--- config.mk ---
export PLATFORM = sky130hd
export DESIGN_NAME = ccx_exec
export DESIGN_NICKNAME = d
export VERILOG_FILES = /design/src/rtl/ccx_pkg.sv /design/src/rtl/ccx_exec.sv
export SDC_FILE = /design/constraint.sdc
export NUM_CORES = 1
export LEC_CHECK = 0
export BUFFER_PORTS_ARGS = -buffer_cell sky130_fd_sc_hd__clkbuf_2
export CAP_MARGIN = 20
export CORE_MARGIN = 5
export CORE_UTILIZATION = 40
export CTS_CLUSTER_SIZE = 16
export DETAILED_ROUTE_END_ITERATION = 8
export GPL_TIMING_DRIVEN = 0
export PLACE_DENSITY = 0.72
export SLEW_MARGIN = 20
export SYNTH_ARGS = -nofsm -noshare
export SYNTH_HDL_FRONTEND = slang
export SYNTH_SLANG_ARGS = --single-unit
--- constraint.sdc ---
create_clock -name clk_in -period 8.75 [get_ports clk_in]
set_input_delay 0.4375 -clock clk_in [delete_from_list [all_inputs] [get_ports clk_in]]
set_output_delay 0.4375 -clock clk_in [all_outputs]
set_load 0.02 [all_outputs]
--- src/rtl/ccx_pkg.sv ---
// constants, opcodes and carriers for the call/clear/complement execution block
// assumes a 40 MHz core clock and the one-word-per-cycle fetch of the core
package ccx_pkg;

  localparam int unsigned CLK_HZ         = 40000000;
  localparam int unsigned PC_W           = 21;
  localparam int unsigned ADDR_W         = 12;

  // opcode prefixes, compared on the upper instruction bits; the re-arm word is compared whole
  localparam logic [6:0]  OP_CALL_HI     = 7'h76;   // 1110 110s
  localparam logic [3:0]  OP_CALL_WORD2  = 4'hF;    // 1111 kkkk
  localparam logic [6:0]  OP_ZERO_HI     = 7'h35;   // 0110 101a
  localparam logic [5:0]  OP_INVERT_HI   = 6'h07;   // 0001 11da
  localparam logic [15:0] OP_REARM      = 16'h0004;

  // field positions inside an instruction word
  localparam int unsigned BIT_SHADOW     = 8;
  localparam int unsigned BIT_ACCESS     = 8;
  localparam int unsigned BIT_DEST       = 9;

  // addressing
  localparam logic [7:0]  INDEX_MAX      = 8'h5F;   // 95
  localparam logic [7:0]  ACCESS_SPLIT   = 8'h60;
  localparam logic [3:0]  ACCESS_HI_BANK = 4'hF;
  localparam logic [PC_W-1:0] RET_STEP   = 21'h000004;

  // reset values
  localparam logic        TIMEOUT_RST    = 1'b1;
  localparam logic        POWERDOWN_RST  = 1'b1;
  localparam logic [7:0]  ZERO_BYTE      = 8'h00;

  typedef enum logic [1:0] {
    CCX_FIRST = 2'b01,
    CCX_WORD2 = 2'b10
  } ccx_state_e;

  // working registers copied on a shadowed call
  typedef struct packed {
    logic [7:0] acc;
    logic [7:0] flags;
    logic [3:0] bank;
  } ccx_ctx_s;

  typedef struct packed {
    logic              en;
    logic [ADDR_W-1:0] addr;
    logic [7:0]        data;
  } ccx_wr_s;

endpackage : ccx_pkg

--- src/rtl/ccx_exec.sv ---
// execution of call, zero-register, watchdog re-arm and invert-register
// assumes a combinational register-file read port and one instruction per cycle
//
// The implementer's own choices: the placing of the registers and strobed register access.

// Overview of operation
// - call target covers the whole 2-Mbyte program space
// - call pushes its own address plus four before redirecting
// - shadow bit one copies accumulator, flags and bank select into shadows
// - shadow bit zero leaves all three shadow copies untouched
// - 20-bit literal loads counter bits 20..1, bit 0 stays zero
// - call is two words, two cycles; second cycle is a no-op
// - zero-register writes zero and sets the zero flag
// - access bit zero resolves the operand in the access bank
// - access bit one forms address from bank select and operand
// - extended set with access bit zero indexes when operand is at most 95
// - watchdog re-arm zeroes counter and postscaler, sets timeout and powerdown
// - invert-register complements the operand and updates negative and zero
// - destination zero goes to accumulator, one back to the register
module ccx_exec import ccx_pkg::*; (
  // clock and reset
  input  wire logic                   clk_in,
  input  wire logic                   sys_rst_in,
  // instruction stream
  input  wire logic                   instr_valid_in,
  input  wire logic [15:0]            instr_in,
  input  wire logic [PC_W-1:0]        instr_addr_in,
  input  wire logic                   ext_set_in,
  input  wire logic [ADDR_W-1:0]      index_base_in,
  // core context
  input  wire ccx_pkg::ccx_ctx_s      ctx_in,
  input  wire logic [7:0]             reg_rdata_in,
  // watchdog events that drop the flags
  input  wire logic                   wdt_expired_in,
  input  wire logic                   sleep_entry_in,
  // register file and accumulator
  output logic [ADDR_W-1:0]           reg_raddr_out,
  output ccx_pkg::ccx_wr_s            reg_wr_out,
  output logic                        acc_wr_out,
  output logic [7:0]                  acc_data_out,
  // flags
  output logic                        flag_upd_out,
  output logic                        zero_flag_out,
  output logic                        neg_flag_out,
  output logic                        timeout_flag_out,
  output logic                        powerdown_flag_out,
  // return stack, counter, shadows
  output logic                        stack_push_out,
  output logic [PC_W-1:0]             return_stack_top_out,
  output logic                        pc_load_out,
  output logic [PC_W-1:0]             program_counter_out,
  output ccx_pkg::ccx_ctx_s           shadow_out,
  output logic                        call_nop_out,
  // watchdog
  output logic                        watchdog_clear_out
);
  import ccx_pkg::*;

  typedef struct packed {
    ccx_state_e      st;
    logic [PC_W-1:0] ret;
    logic            push;
    logic            pc_load;
    logic [PC_W-1:0] pc;
    logic            nop;
    ccx_wr_s         wr;
    logic            acc_wr;
    logic [7:0]      acc;
    logic            upd;
    logic            zf;
    logic            nf;
    logic            to;
    logic            pd;
    logic            wdt_clr;
    ccx_ctx_s        sh;
    logic [7:0]      klo;
  } ccx_regs_s;

  localparam ccx_regs_s REGS_RST = '{
    st: CCX_FIRST, ret: '0, push: 1'b0, pc_load: 1'b0, pc: '0, nop: 1'b0,
    wr: '0, acc_wr: 1'b0, acc: ZERO_BYTE, upd: 1'b0, zf: 1'b0, nf: 1'b0,
    to: TIMEOUT_RST, pd: POWERDOWN_RST, wdt_clr: 1'b0, sh: '0, klo: ZERO_BYTE
  };

  ccx_regs_s r;
  ccx_regs_s next_r;

  logic       is_call;
  logic       is_word2;
  logic       is_zero;
  logic       is_invert;
  logic       is_rearm;
  logic [7:0] f_op;
  logic [7:0] inv_val;

  assign f_op      = instr_in[7:0];
  assign inv_val   = ~reg_rdata_in;
  // the second call word is only legal while a call is pending
  assign is_word2  = instr_valid_in && (r.st == CCX_WORD2)
                     && (instr_in[15:12] == OP_CALL_WORD2);
  assign is_call   = instr_valid_in && (r.st == CCX_FIRST)
                     && (instr_in[15:9] == OP_CALL_HI);
  assign is_zero   = instr_valid_in && (r.st == CCX_FIRST)
                     && (instr_in[15:9] == OP_ZERO_HI);
  assign is_invert = instr_valid_in && (r.st == CCX_FIRST)
                     && (instr_in[15:10] == OP_INVERT_HI);
  assign is_rearm  = instr_valid_in && (r.st == CCX_FIRST)
                     && (instr_in == OP_REARM);

  // operand address, looked up in the same cycle as decode
  always_comb begin
    if (instr_in[BIT_ACCESS]) begin
      reg_raddr_out = {ctx_in.bank, f_op};
    end else if (ext_set_in && (f_op <= INDEX_MAX)) begin
      reg_raddr_out = index_base_in + {4'h0, f_op};
    end else if (f_op < ACCESS_SPLIT) begin
      reg_raddr_out = {4'h0, f_op};
    end else begin
      reg_raddr_out = {ACCESS_HI_BANK, f_op};
    end
  end

  always_comb begin
    next_r         = r;
    // pulses last one cycle; single-word ops finish in their own cycle
    next_r.push    = 1'b0;
    next_r.pc_load = 1'b0;
    next_r.nop     = 1'b0;
    next_r.wr.en   = 1'b0;
    next_r.acc_wr  = 1'b0;
    next_r.upd     = 1'b0;
    next_r.wdt_clr = 1'b0;
    // flag drops first so a re-arm in the same cycle wins
    if (wdt_expired_in) begin
      next_r.to = 1'b0;
    end
    if (sleep_entry_in) begin
      next_r.pd = 1'b0;
    end
    case (r.st)
      CCX_FIRST: begin
        if (is_call) begin
          next_r.push = 1'b1;
          next_r.ret  = instr_addr_in + RET_STEP;
          next_r.klo  = f_op;
          next_r.st   = CCX_WORD2;
          if (instr_in[BIT_SHADOW]) begin
            next_r.sh = ctx_in;
          end
          // shadow bit clear: shadows keep their value
        end else if (is_zero) begin
          next_r.wr   = '{en: 1'b1, addr: reg_raddr_out, data: ZERO_BYTE};
          next_r.upd  = 1'b1;
          next_r.zf   = 1'b1;
          next_r.nf   = 1'b0;
        end else if (is_invert) begin
          next_r.upd  = 1'b1;
          next_r.zf   = (inv_val == ZERO_BYTE);
          next_r.nf   = inv_val[7];
          if (instr_in[BIT_DEST]) begin
            next_r.wr = '{en: 1'b1, addr: reg_raddr_out, data: inv_val};
          end else begin
            next_r.acc_wr = 1'b1;
            next_r.acc    = inv_val;
          end
        end else if (is_rearm) begin
          next_r.wdt_clr = 1'b1;
          next_r.to      = 1'b1;
          next_r.pd      = 1'b1;
        end
      end
      CCX_WORD2: begin
        if (is_word2) begin
          // full 20-bit word target spans 2 Mbyte; bit 0 is never loaded
          next_r.pc      = {instr_in[11:0], r.klo, 1'b0};
          next_r.pc_load = 1'b1;
          next_r.nop     = 1'b1;
          next_r.st      = CCX_FIRST;
        end
      end
      default: begin
        next_r.st = CCX_FIRST;
      end
    endcase
  end

  always_ff @(posedge clk_in or posedge sys_rst_in) begin
    if (sys_rst_in) begin
      r <= REGS_RST;
    end else begin
      r <= next_r;
    end
  end

  assign reg_wr_out           = r.wr;
  assign acc_wr_out           = r.acc_wr;
  assign acc_data_out         = r.acc;
  assign flag_upd_out         = r.upd;
  assign zero_flag_out        = r.zf;
  assign neg_flag_out         = r.nf;
  assign timeout_flag_out     = r.to;
  assign powerdown_flag_out   = r.pd;
  assign stack_push_out       = r.push;
  assign return_stack_top_out = r.ret;
  assign pc_load_out          = r.pc_load;
  assign program_counter_out  = r.pc;
  assign shadow_out           = r.sh;
  assign call_nop_out         = r.nop;
  assign watchdog_clear_out   = r.wdt_clr;
endmodule : ccx_exec

; ---- Yosys cells after proc, flatten, opt, wreduce, memory -nomap -nowiden
; Index checks and enable logic that the tools add are counted.
[totals]
input_bits = 83
word_cells = 80
output_inout_bits = 113
regBits = 110
[op_classes]
n_bitwise = 4
n_reduce_logical = 18
add_sub_neg = 2
eq_ne = 9
magnitude_cmp = 2
mux = 24
[op_table]
columns = op, n
row1 = two-way mux 64 bit, 1
row2 = two-way mux 23 bit, 2
row3 = two-way mux 21 bit, 2
row4 = two-way mux 12 bit, 3
row5 = two-way mux 36 bit, 1
row6 = two-way mux 33 bit, 1
row7 = two-way mux 28 bit, 1
row8 = two-way mux 24 bit, 1
row9 = adder 21 x 3 -> 21 bit (second input constant), 1
row10 = two-way mux 20 bit, 1
row11 = two-way mux 9 bit, 2
row12 = == test 16 x 3 -> 1 bit (second input constant), 1
row13 = adder 12 x 8 -> 12 bit, 1
row14 = two-way mux 3 bit, 4
row15 = <= comparator 8 x 7 -> 1 bit (second input constant), 1
row16 = logical AND 1 bit, 8
row17 = logical NOT 8 bit, 1
row18 = < comparator 8 x 7 -> 1 bit (second input constant), 1
row19 = NOT 8 bit, 1
row20 = == test 7 x 6 -> 1 bit (second input constant), 1
row21 = == test 7 bit (second input constant), 1
row22 = == test 6 x 3 -> 1 bit (second input constant), 1
row23 = AND reduction 2 bit, 3
row24 = AND reduction 3 bit, 2
row25 = other kinds (11), 17

; ---- Longest topological paths before layout
; Gate-level depths: netlist of the first run.
[logic_depth]
depth_word = 9
ltp_mapped = 7
mapped_depth_nobuf = 7

; ---- Worst setup path after synthesis of the first run
; OpenSTA, ideal clock, no wires.
[synth_timing]
path_kind = input to output
start = input instr_in[0]
end = output reg_raddr_out[10]
slack_ns = 6.232
n_path_buf = 0
stages = 7
t_required_ns = 8.312
arrival_time_ns = 2.081
cell_sequence = ha_1 -> fa_1 -> a211oi_1 -> o211ai_1 -> nand4_1 -> a21oi_1 -> nor2_1
[synth_between]
elab_chain_len = 4
elab_cells_between_ends = 7
cone_classes = add/sub (1) / order compare (2) / mux (3) / reduce/logical (1)
[synth_rtl]
columns = item, line_no
row1 = from (decl), ccx_exec.sv:26  ; input wire logic [15:0] instr_in,
row2 = < comparator 8 x 7 -> 1 bit / <= comparator 8 x 7 -> 1 bit (equally long branches), "ccx_exec.sv:116, ccx_exec.sv:114"
row3 = two-way mux 12 bit / logical AND 1 bit (equally long branches), "ccx_exec.sv:116, ccx_exec.sv:114"
row4 = two-way mux 12 bit *, ccx_exec.sv:114  ; end else if (ext_set_in && (f_op <= INDEX_MAX)) begin
row5 = two-way mux 12 bit *, ccx_exec.sv:112  ; if (instr_in[BIT_ACCESS]) begin
row6 = to (decl), ccx_exec.sv:37  ; output logic [ADDR_W-1:0] reg_raddr_out,
; Every way passes the cells marked *; elsewhere a longest branch is shown, timed or not.

; ---- Worst setup path after layout of the first run
; Ends and elaborated chain as after synthesis.

==> results.yml, run 1 <==
route:
  firstDrtPassIters: 4
  avgRoutedWirePerCell_um: 15.3
  wirelength_um: 14200
  dr_total_vias: 4473
  drc: 0
  drt_iter0_markers: 125
  antenna_left: 0
  vias_per_cell: 4.80
finish:
  drive_gt1_share_pct: 50.8
  syn_to_final_growth_pct: 26.6
  antenna_cells: 0
  final_common_cell: "clkbuf_2"
  nets: 836
  regArea_um2: 2730
  multi_input_comb_area_um2: 2220
  fillers: 1313
  layout_common_cells: "clkbuf_2, dfrtp_1, buf_4, nand2_1, mux2_2"
timing:
  max_slew_margin_pct: 47.6
  setup_tns_ps: 0
  final-hold-violation-count: 0
  clock_skew_ps: 7.74
  rsz0062_at_grt: "no"
  fmax_ghz: 0.333
  fin_ws_ps: 5740
  setup_violations: 0
  worstMarginPinSlew_ps: 780
  period_share_pct: 34.4
  drv_slew: 0
  min_period_ps: 3010
synth:
  synth-edff-count: 0
  yosysUniqueCellTypes: 50
  synth_nets: 630
  yosys_warnings: 0
  syn_inst: 537
  synth_seq_cells: 109
  netlist_area_um2: 5790
  synth_area_per_cell_um2: 10.8
  synth_top_cell_by_area: "dfrtp_1"
  yosys_most_used_dff: "dfrtp_1"
  synth_top_area_share_pct: 45.8
  yosysSeqAreaShare_pct: 47.2
  ys_async_sr_fraction_pct: 100
  ys_top_cells_by_area: "dfrtp_1, buf_4, mux2_2"
clock_tree:
  hold_buffers: 0
  cts_buffers: 9
  cts_max_level: 3
  cts_root_buffer: "clkbuf_16"
  clockBufferDepth: 2
  cts_setup_buffers: 0
  cts_sinks: 109
  worst_skew_pair.late_latency_ps: 350
  post_cts_resized: 0
  path_clk_slew_ps: 70
  cts_tree: "done"
floorplanning:
  die_area_um2: 17000
  placementRows: 44
  core_um2: 14400
  io_pins: 196
  start_util_pct: 40.3
  die_h_um: 130
  die-width_um: 130
placed_design:
  pre_cts_ws_ps: 5780
  hpwl_um: 11100
  routabilityCongestion: 0.849
  portBuffers: 194
critical_path:
  cp_slowest_cell: "fa_1"
  end_kind: "output pin"
  cp_data_required_time_ps: 8310
  crit_fanout: 5
  crit_arrival_ps: 2570
  worstPathCellList: "clkbuf_2 -> ha_1 -> fa_1 -> a211oi_1 -> o211ai_1 -> a21o_1 -> a21oi_1 -> nor2_1 -> clkbuf_2"
  slowest_delay_ps: 440
  path_buf_inv: 2
  crit_top_cell: "clkbuf_2"
  cp_top_family: "compound AO/OA/AOI/OAI gates"
  startpoint_type: "input port"
  critPathKind: "in -> out"
power_and_ir_drop:
  vdd_drop_max_uv: 97.5
  p_leak_nw: 4.07
  p_per_area_nw_per_um2: 169
global_routing:
  grt_pass1_vias: 4511
  grt_max_degree: 58
  grtUsageTotal_pct: 16.7
  grt_pass1_wl_um: 22300
  antenna_found_initial: 0
  gr-total-overflow: 0
worst_hold_path:
  hold_path.class: "in -> async"
run_status:
  status: "completed"
job:
  cap_viol_max_count: 0
report_power, final:
group / switching, mW / internal [mW]
logic: 0.141 / 0.120
clock network: 0.180 / 0.238
registers: 0.0188 / 0.540
area by class of cell:
| cell class | count | area share (%) |
|---|---|---|
| tap | 184 | 3.14 |
| multi-input combinational | 308 | 30.3 |
| buffer | 110 | 10.9 |
| clock inverter | 3 | 0.598 |
| clock buffer | 13 | 3.55 |
| sequential | 109 | 37.3 |
| timing repair buffer | 195 | 13.6 |
| inverter | 10 | 0.581 |
worst register-to-register path, cell delays in order (launching register included):
cell,delay [ps]
dfstp_2,540
nor4b_2,320
and4_1,250
buf_4,130
buf_2,260
mux2_2,380
synth_stat cells (all sizes together), types with 8 or more instances:
master  count
nand3      11
a21oi      30
dfrtp     106
xor2       13
nand2      48
nor2       31
inv        10
ha          9
o21ai      31
mux2       56
buf       104
nand4       8
and3        8
worst paths after layout:
path                                              from                           to  slack [ps]  cells after the start
max                                        instr_in[0]            reg_raddr_out[10]        5740                      9
min                                         sys_rst_in    shadow_out[7]$_DFFE_PP0P_         120                      2
max reg2reg                         r[109]$_DFFE_PP1P_             r[0]$_DFFE_PP0P_        6780                      5
min reg2reg                acc_data_out[5]$_DFFE_PP0P_  acc_data_out[5]$_DFFE_PP0P_         480                      2
max in group asynchronous                   sys_rst_in   shadow_out[17]$_DFFE_PP0P_        7990                      3
min in group clk_in                     wdt_expired_in   timeout_flag_out$_DFF_PP1_         250                      2
sequential cells by signal (all words and copies together) (netlist names):
name                  count
stack_push_out            1
reg_wr_out               21
call_nop_out              1
watchdog_clear_out        1
acc_data_out              8
neg_flag_out              1
shadow_out               20
program_counter_out      20
timeout_flag_out          1
r                        10
flag_upd_out              1
zero_flag_out             1
return_stack_top_out     21
acc_wr_out                1
powerdown_flag_out        1
stage by stage:
stage / area, um^2 / util [%] / power, mW / std cells / hold slack [ps]
final: 7320 / 51.0 / 1.24 / 932 / 122
after global routing: 7320 / 51.0 / 1.30 / 932 / 160
after CTS: 7320 / 51.0 / 1.26 / 932 / 140
after detailed placement: 7020 / 48.9 / 0.832 / 916 / 470
after global placement: 6990 / 48.6 / 0.825 / 915 / 464
after floorplan: 5790 / - / 0.740 / 537 / 449
cells by family (layout without fill, tap and decap cells):
kind of cell,Yosys count,in the layout,synth area share [%]
buf+inv,120,331,14.5
other cells,1,1,0.0648
compound gates,88,88,9.15
fa+ha+maj,10,10,2.29
mux,59,59,12.6
flops,109,109,47.2
xor+xnor,20,20,3.03
simple gates,130,130,11.2
metal layers:
metal  vias up  wire length, um  global-route usage, %
li1       2169                -                      -
met1      2129             6090                   20.8
met2       154             6790                   27.4
met3        21             1080                   5.89
met4         0              260                   4.89
met5         -                0                      0
Note: power is estimated with default switching activity, not from simulation.
==> inputs of run 2 (changes only) <==
--- a/config.mk
+++ b/config.mk
@@ -5,6 +5,7 @@
 export SDC_FILE = /design/constraint.sdc
 export NUM_CORES = 1
 export LEC_CHECK = 0
+export ABC_AREA = 1
 export BUFFER_PORTS_ARGS = -buffer_cell sky130_fd_sc_hd__clkbuf_2
 export CAP_MARGIN = 20
 export CORE_MARGIN = 5
==> constraint.sdc (replaced) <==
create_clock -name clk_in -period 2.9 [get_ports clk_in]
set_input_delay 0.145 -clock clk_in [delete_from_list [all_inputs] [get_ports clk_in]]
set_output_delay 0.145 -clock clk_in [all_outputs]
set_load 0.02 [all_outputs]
==> run 2 against run 1 <==
  * Synthesized cell count up 35%
  * Flip-flop and latch count unchanged
  * Register-to-register slack worse by 5900 ps
  * Routed wire length up 8.4%
  * Cell count up 22%
  * Clock skew down 2.0 ps
  * Synthesized area up 3.4%
  * Global-route usage up 1.2 points
  * Highest routed layer unchanged
  * Critical path depth up 2
  * Die area up 3.2%
  * Clock-buffer cell count down 1
  * Largest power group unchanged
==> results.yml, run 2 <==
critical_path:
  crit_fanout: 4
  end_kind: "output pin"
  ff2ff_path_depth: 10
  startpoint: "instr_in[0]"
  cp_data_required_time_ps: 2760
  worstPathCellList: "clkbuf_2 -> ha_1 -> fa_1 -> nand3_1 -> nand3_1 -> nand3_1 -> nand2_1 -> nand2_1 -> nand3_1 -> a21boi_0 -> clkbuf_2"
  cp.depth: 11
  r2r_slack_ps: 910
  worstReg2RegEnd: "reg_wr_out[6]$_DFFE_PP0P_"
  crit_path_end: "reg_raddr_out[8]"
  path_buf_inv: 2
  rr_startpoint: "r[109]$_DFFE_PP1P_"
  cp_slowest_cell: "fa_1"
  crit_arrival_ps: 1920
  startpoint_type: "input port"
  cp_top_family: "adder cells"
  crit_top_cell: "nand3_1"
  critPathKind: "in -> out"
  slowest_delay_ps: 440
finish:
  final_common_cell: "nand2_1"
  drive_gt1_share_pct: 34.8
  nets: 1043
  layout_common_cells: "nand2_1, clkbuf_2, dfrtp_1, buf_4, inv_1"
  fillers: 1380
  multi_input_comb_area_um2: 2160
  regArea_um2: 2730
  syn_to_final_growth_pct: 28.8
  antenna_cells: 0
  post-route-util_pct: 52.9
timing:
  clock_skew_ps: 5.72
  max_slew_margin_pct: 59.1
  setup_violations: 0
  min_period_ps: 2060
  worstMarginPinSlew_ps: 613
  period_share_pct: 71.1
  fmax_ghz: 0.485
  rsz0062_at_grt: "no"
  drv_slew: 0
  final-hold-violation-count: 0
  setup_tns_ps: 0
synth:
  yosys-top-cells-count: "nand2_1, dfrtp_1, buf_4"
  synth_seq_cells: 109
  synth_top_area_share_pct: 44.3
  ys_async_sr_fraction_pct: 100
  synth-edff-count: 0
  syn_inst: 726
  yosysMostFrequentCell: "nand2_1"
  synth_top_cell_by_area: "dfrtp_1"
  yosys_most_used_dff: "dfrtp_1"
  yosys_warnings: 0
  ys_top_cells_by_area: "dfrtp_1, nand2_1, buf_4"
  synth_area_per_cell_um2: 8.24
  yosysSeqAreaShare_pct: 45.6
  yosysUniqueCellTypes: 38
  synth_nets: 819
  netlist_area_um2: 5990
clock_tree:
  cts_sinks: 109
  worst_skew_pair.late_latency_ps: 350
  cts_setup_buffers: 0
  path_clk_slew_ps: 70
  cts_max_level: 3
  cts_tree: "done"
  cts_root_buffer: "clkbuf_16"
  cts_buffers: 9
  clockBufferDepth: 2
floorplanning:
  start_util_pct: 41.0
  die_area_um2: 17500
  die-width_um: 132
  io_pins: 196
  core_um2: 14600
  die_h_um: 132
  placementRows: 44
run_status:
  status: "completed"
power_and_ir_drop:
  p_leak_nw: 4.62
  p_per_area_nw_per_um2: 476
  vdd_drop_max_uv: 241
route:
  avgRoutedWirePerCell_um: 13.5
  vias_per_cell: 4.58
  dr_total_vias: 5218
  wirelength_um: 15400
  antenna_left: 0
  drt_iter0_markers: 230
  firstDrtPassIters: 4
  drc: 0
global_routing:
  gr-total-overflow: 0
  antenna_found_initial: 0
  grt_max_degree: 34
  grt_pass1_vias: 5271
  grt_pass1_wl_um: 25700
  grtUsageTotal_pct: 17.9
placed_design:
  routabilityCongestion: 0.874
  portBuffers: 193
  hpwl_um: 12200
job:
  cap_viol_max_count: 0
worst_hold_path:
  hold_path.class: "in -> reg"
run 2: final cells by class:
type	count	share of cell area, %
Clock buffer	12	3.33
Timing Repair Buffer	213	15.6
Tap cell	184	2.99
Clock inverter	4	0.406
Sequential cell	109	35.4
Multi-Input combinational cell	425	28.0
Buffer	107	10.0
Inverter	85	4.19
run 2: report_power, final:
group / internal, mW / switching (mW) / leakage (nW) / total (mW)
logic: 0.342 / 0.442 / 3.00 / 0.784
clock network: 0.636 / 0.572 / 0.137 / 1.21
registers: 1.62 / 0.0549 / 1.48 / 1.68
total: 2.60 / 1.07 / 4.62 / 3.67
run 2: what timing repair did:
action / CTS / global route
gates resized for setup: 0 / 0
hold endpoints to repair: 38 / 0
hold buffers: 17 / 0
run 2: worst register-to-register path, delay by kind of cell, from the launching register on:
family	cells	cell delay, ps
AOI/OAI and AO/OA	1	80
buffers and inverters	4	380
DFF	1	520
and+or+nand+nor	5	880
run 2: per-layer routing:
metal	vias to the layer above	GRT usage [%]	routed length, um
li1	2647	-	-
met1	2392	22.5	6750
met2	162	29.4	7290
met3	17	5.15	1120
met4	0	6.33	260
met5	-	0	0
run 2: how the worst min path moves through the flow:
stage          slack (ps)  cells after the start                            to            start
2_1_floorplan         210                      1  powerdown_flag_out$_DFF_PP1_   sleep_entry_in
3_3_place_gp          300                      2  powerdown_flag_out$_DFF_PP1_   sleep_entry_in
3_5_place_dp          250                      2    shadow_out[18]$_DFFE_PP0P_       sys_rst_in
4_1_cts               0.1                      2   acc_data_out[1]$_DFFE_PP0P_  reg_rdata_in[1]
5_1_grt                10                      2   acc_data_out[1]$_DFFE_PP0P_  reg_rdata_in[1]
6_report               10                      3    shadow_out[14]$_DFFE_PP0P_       ctx_in[14]
run 2: cell families after synthesis:
family / Yosys count / synth area share, %
AND/OR/NAND/NOR: 304 / 22.0
buffers and inverters: 192 / 18.2
flip-flops: 109 / 45.6
AO/OA/AOI/OAI: 78 / 6.79
XOR/XNOR: 16 / 2.34
multiplexers: 16 / 2.68
adder cells (fa/ha/maj): 10 / 2.22
other: 1 / 0.0626
run 2: metrics by stage:
step	instance area, um^2	std cells	setup WS, ps	total power [mW]	hold WS, ps
floorplan	5990	726	1000	2.21	208
global placement	7190	1103	658	2.46	302
detailed placement	7250	1106	800	2.48	249
CTS	7710	1139	801	3.72	0.105
global route	7710	1139	644	3.87	11.1
finish	7710	1139	838	3.67	9.68
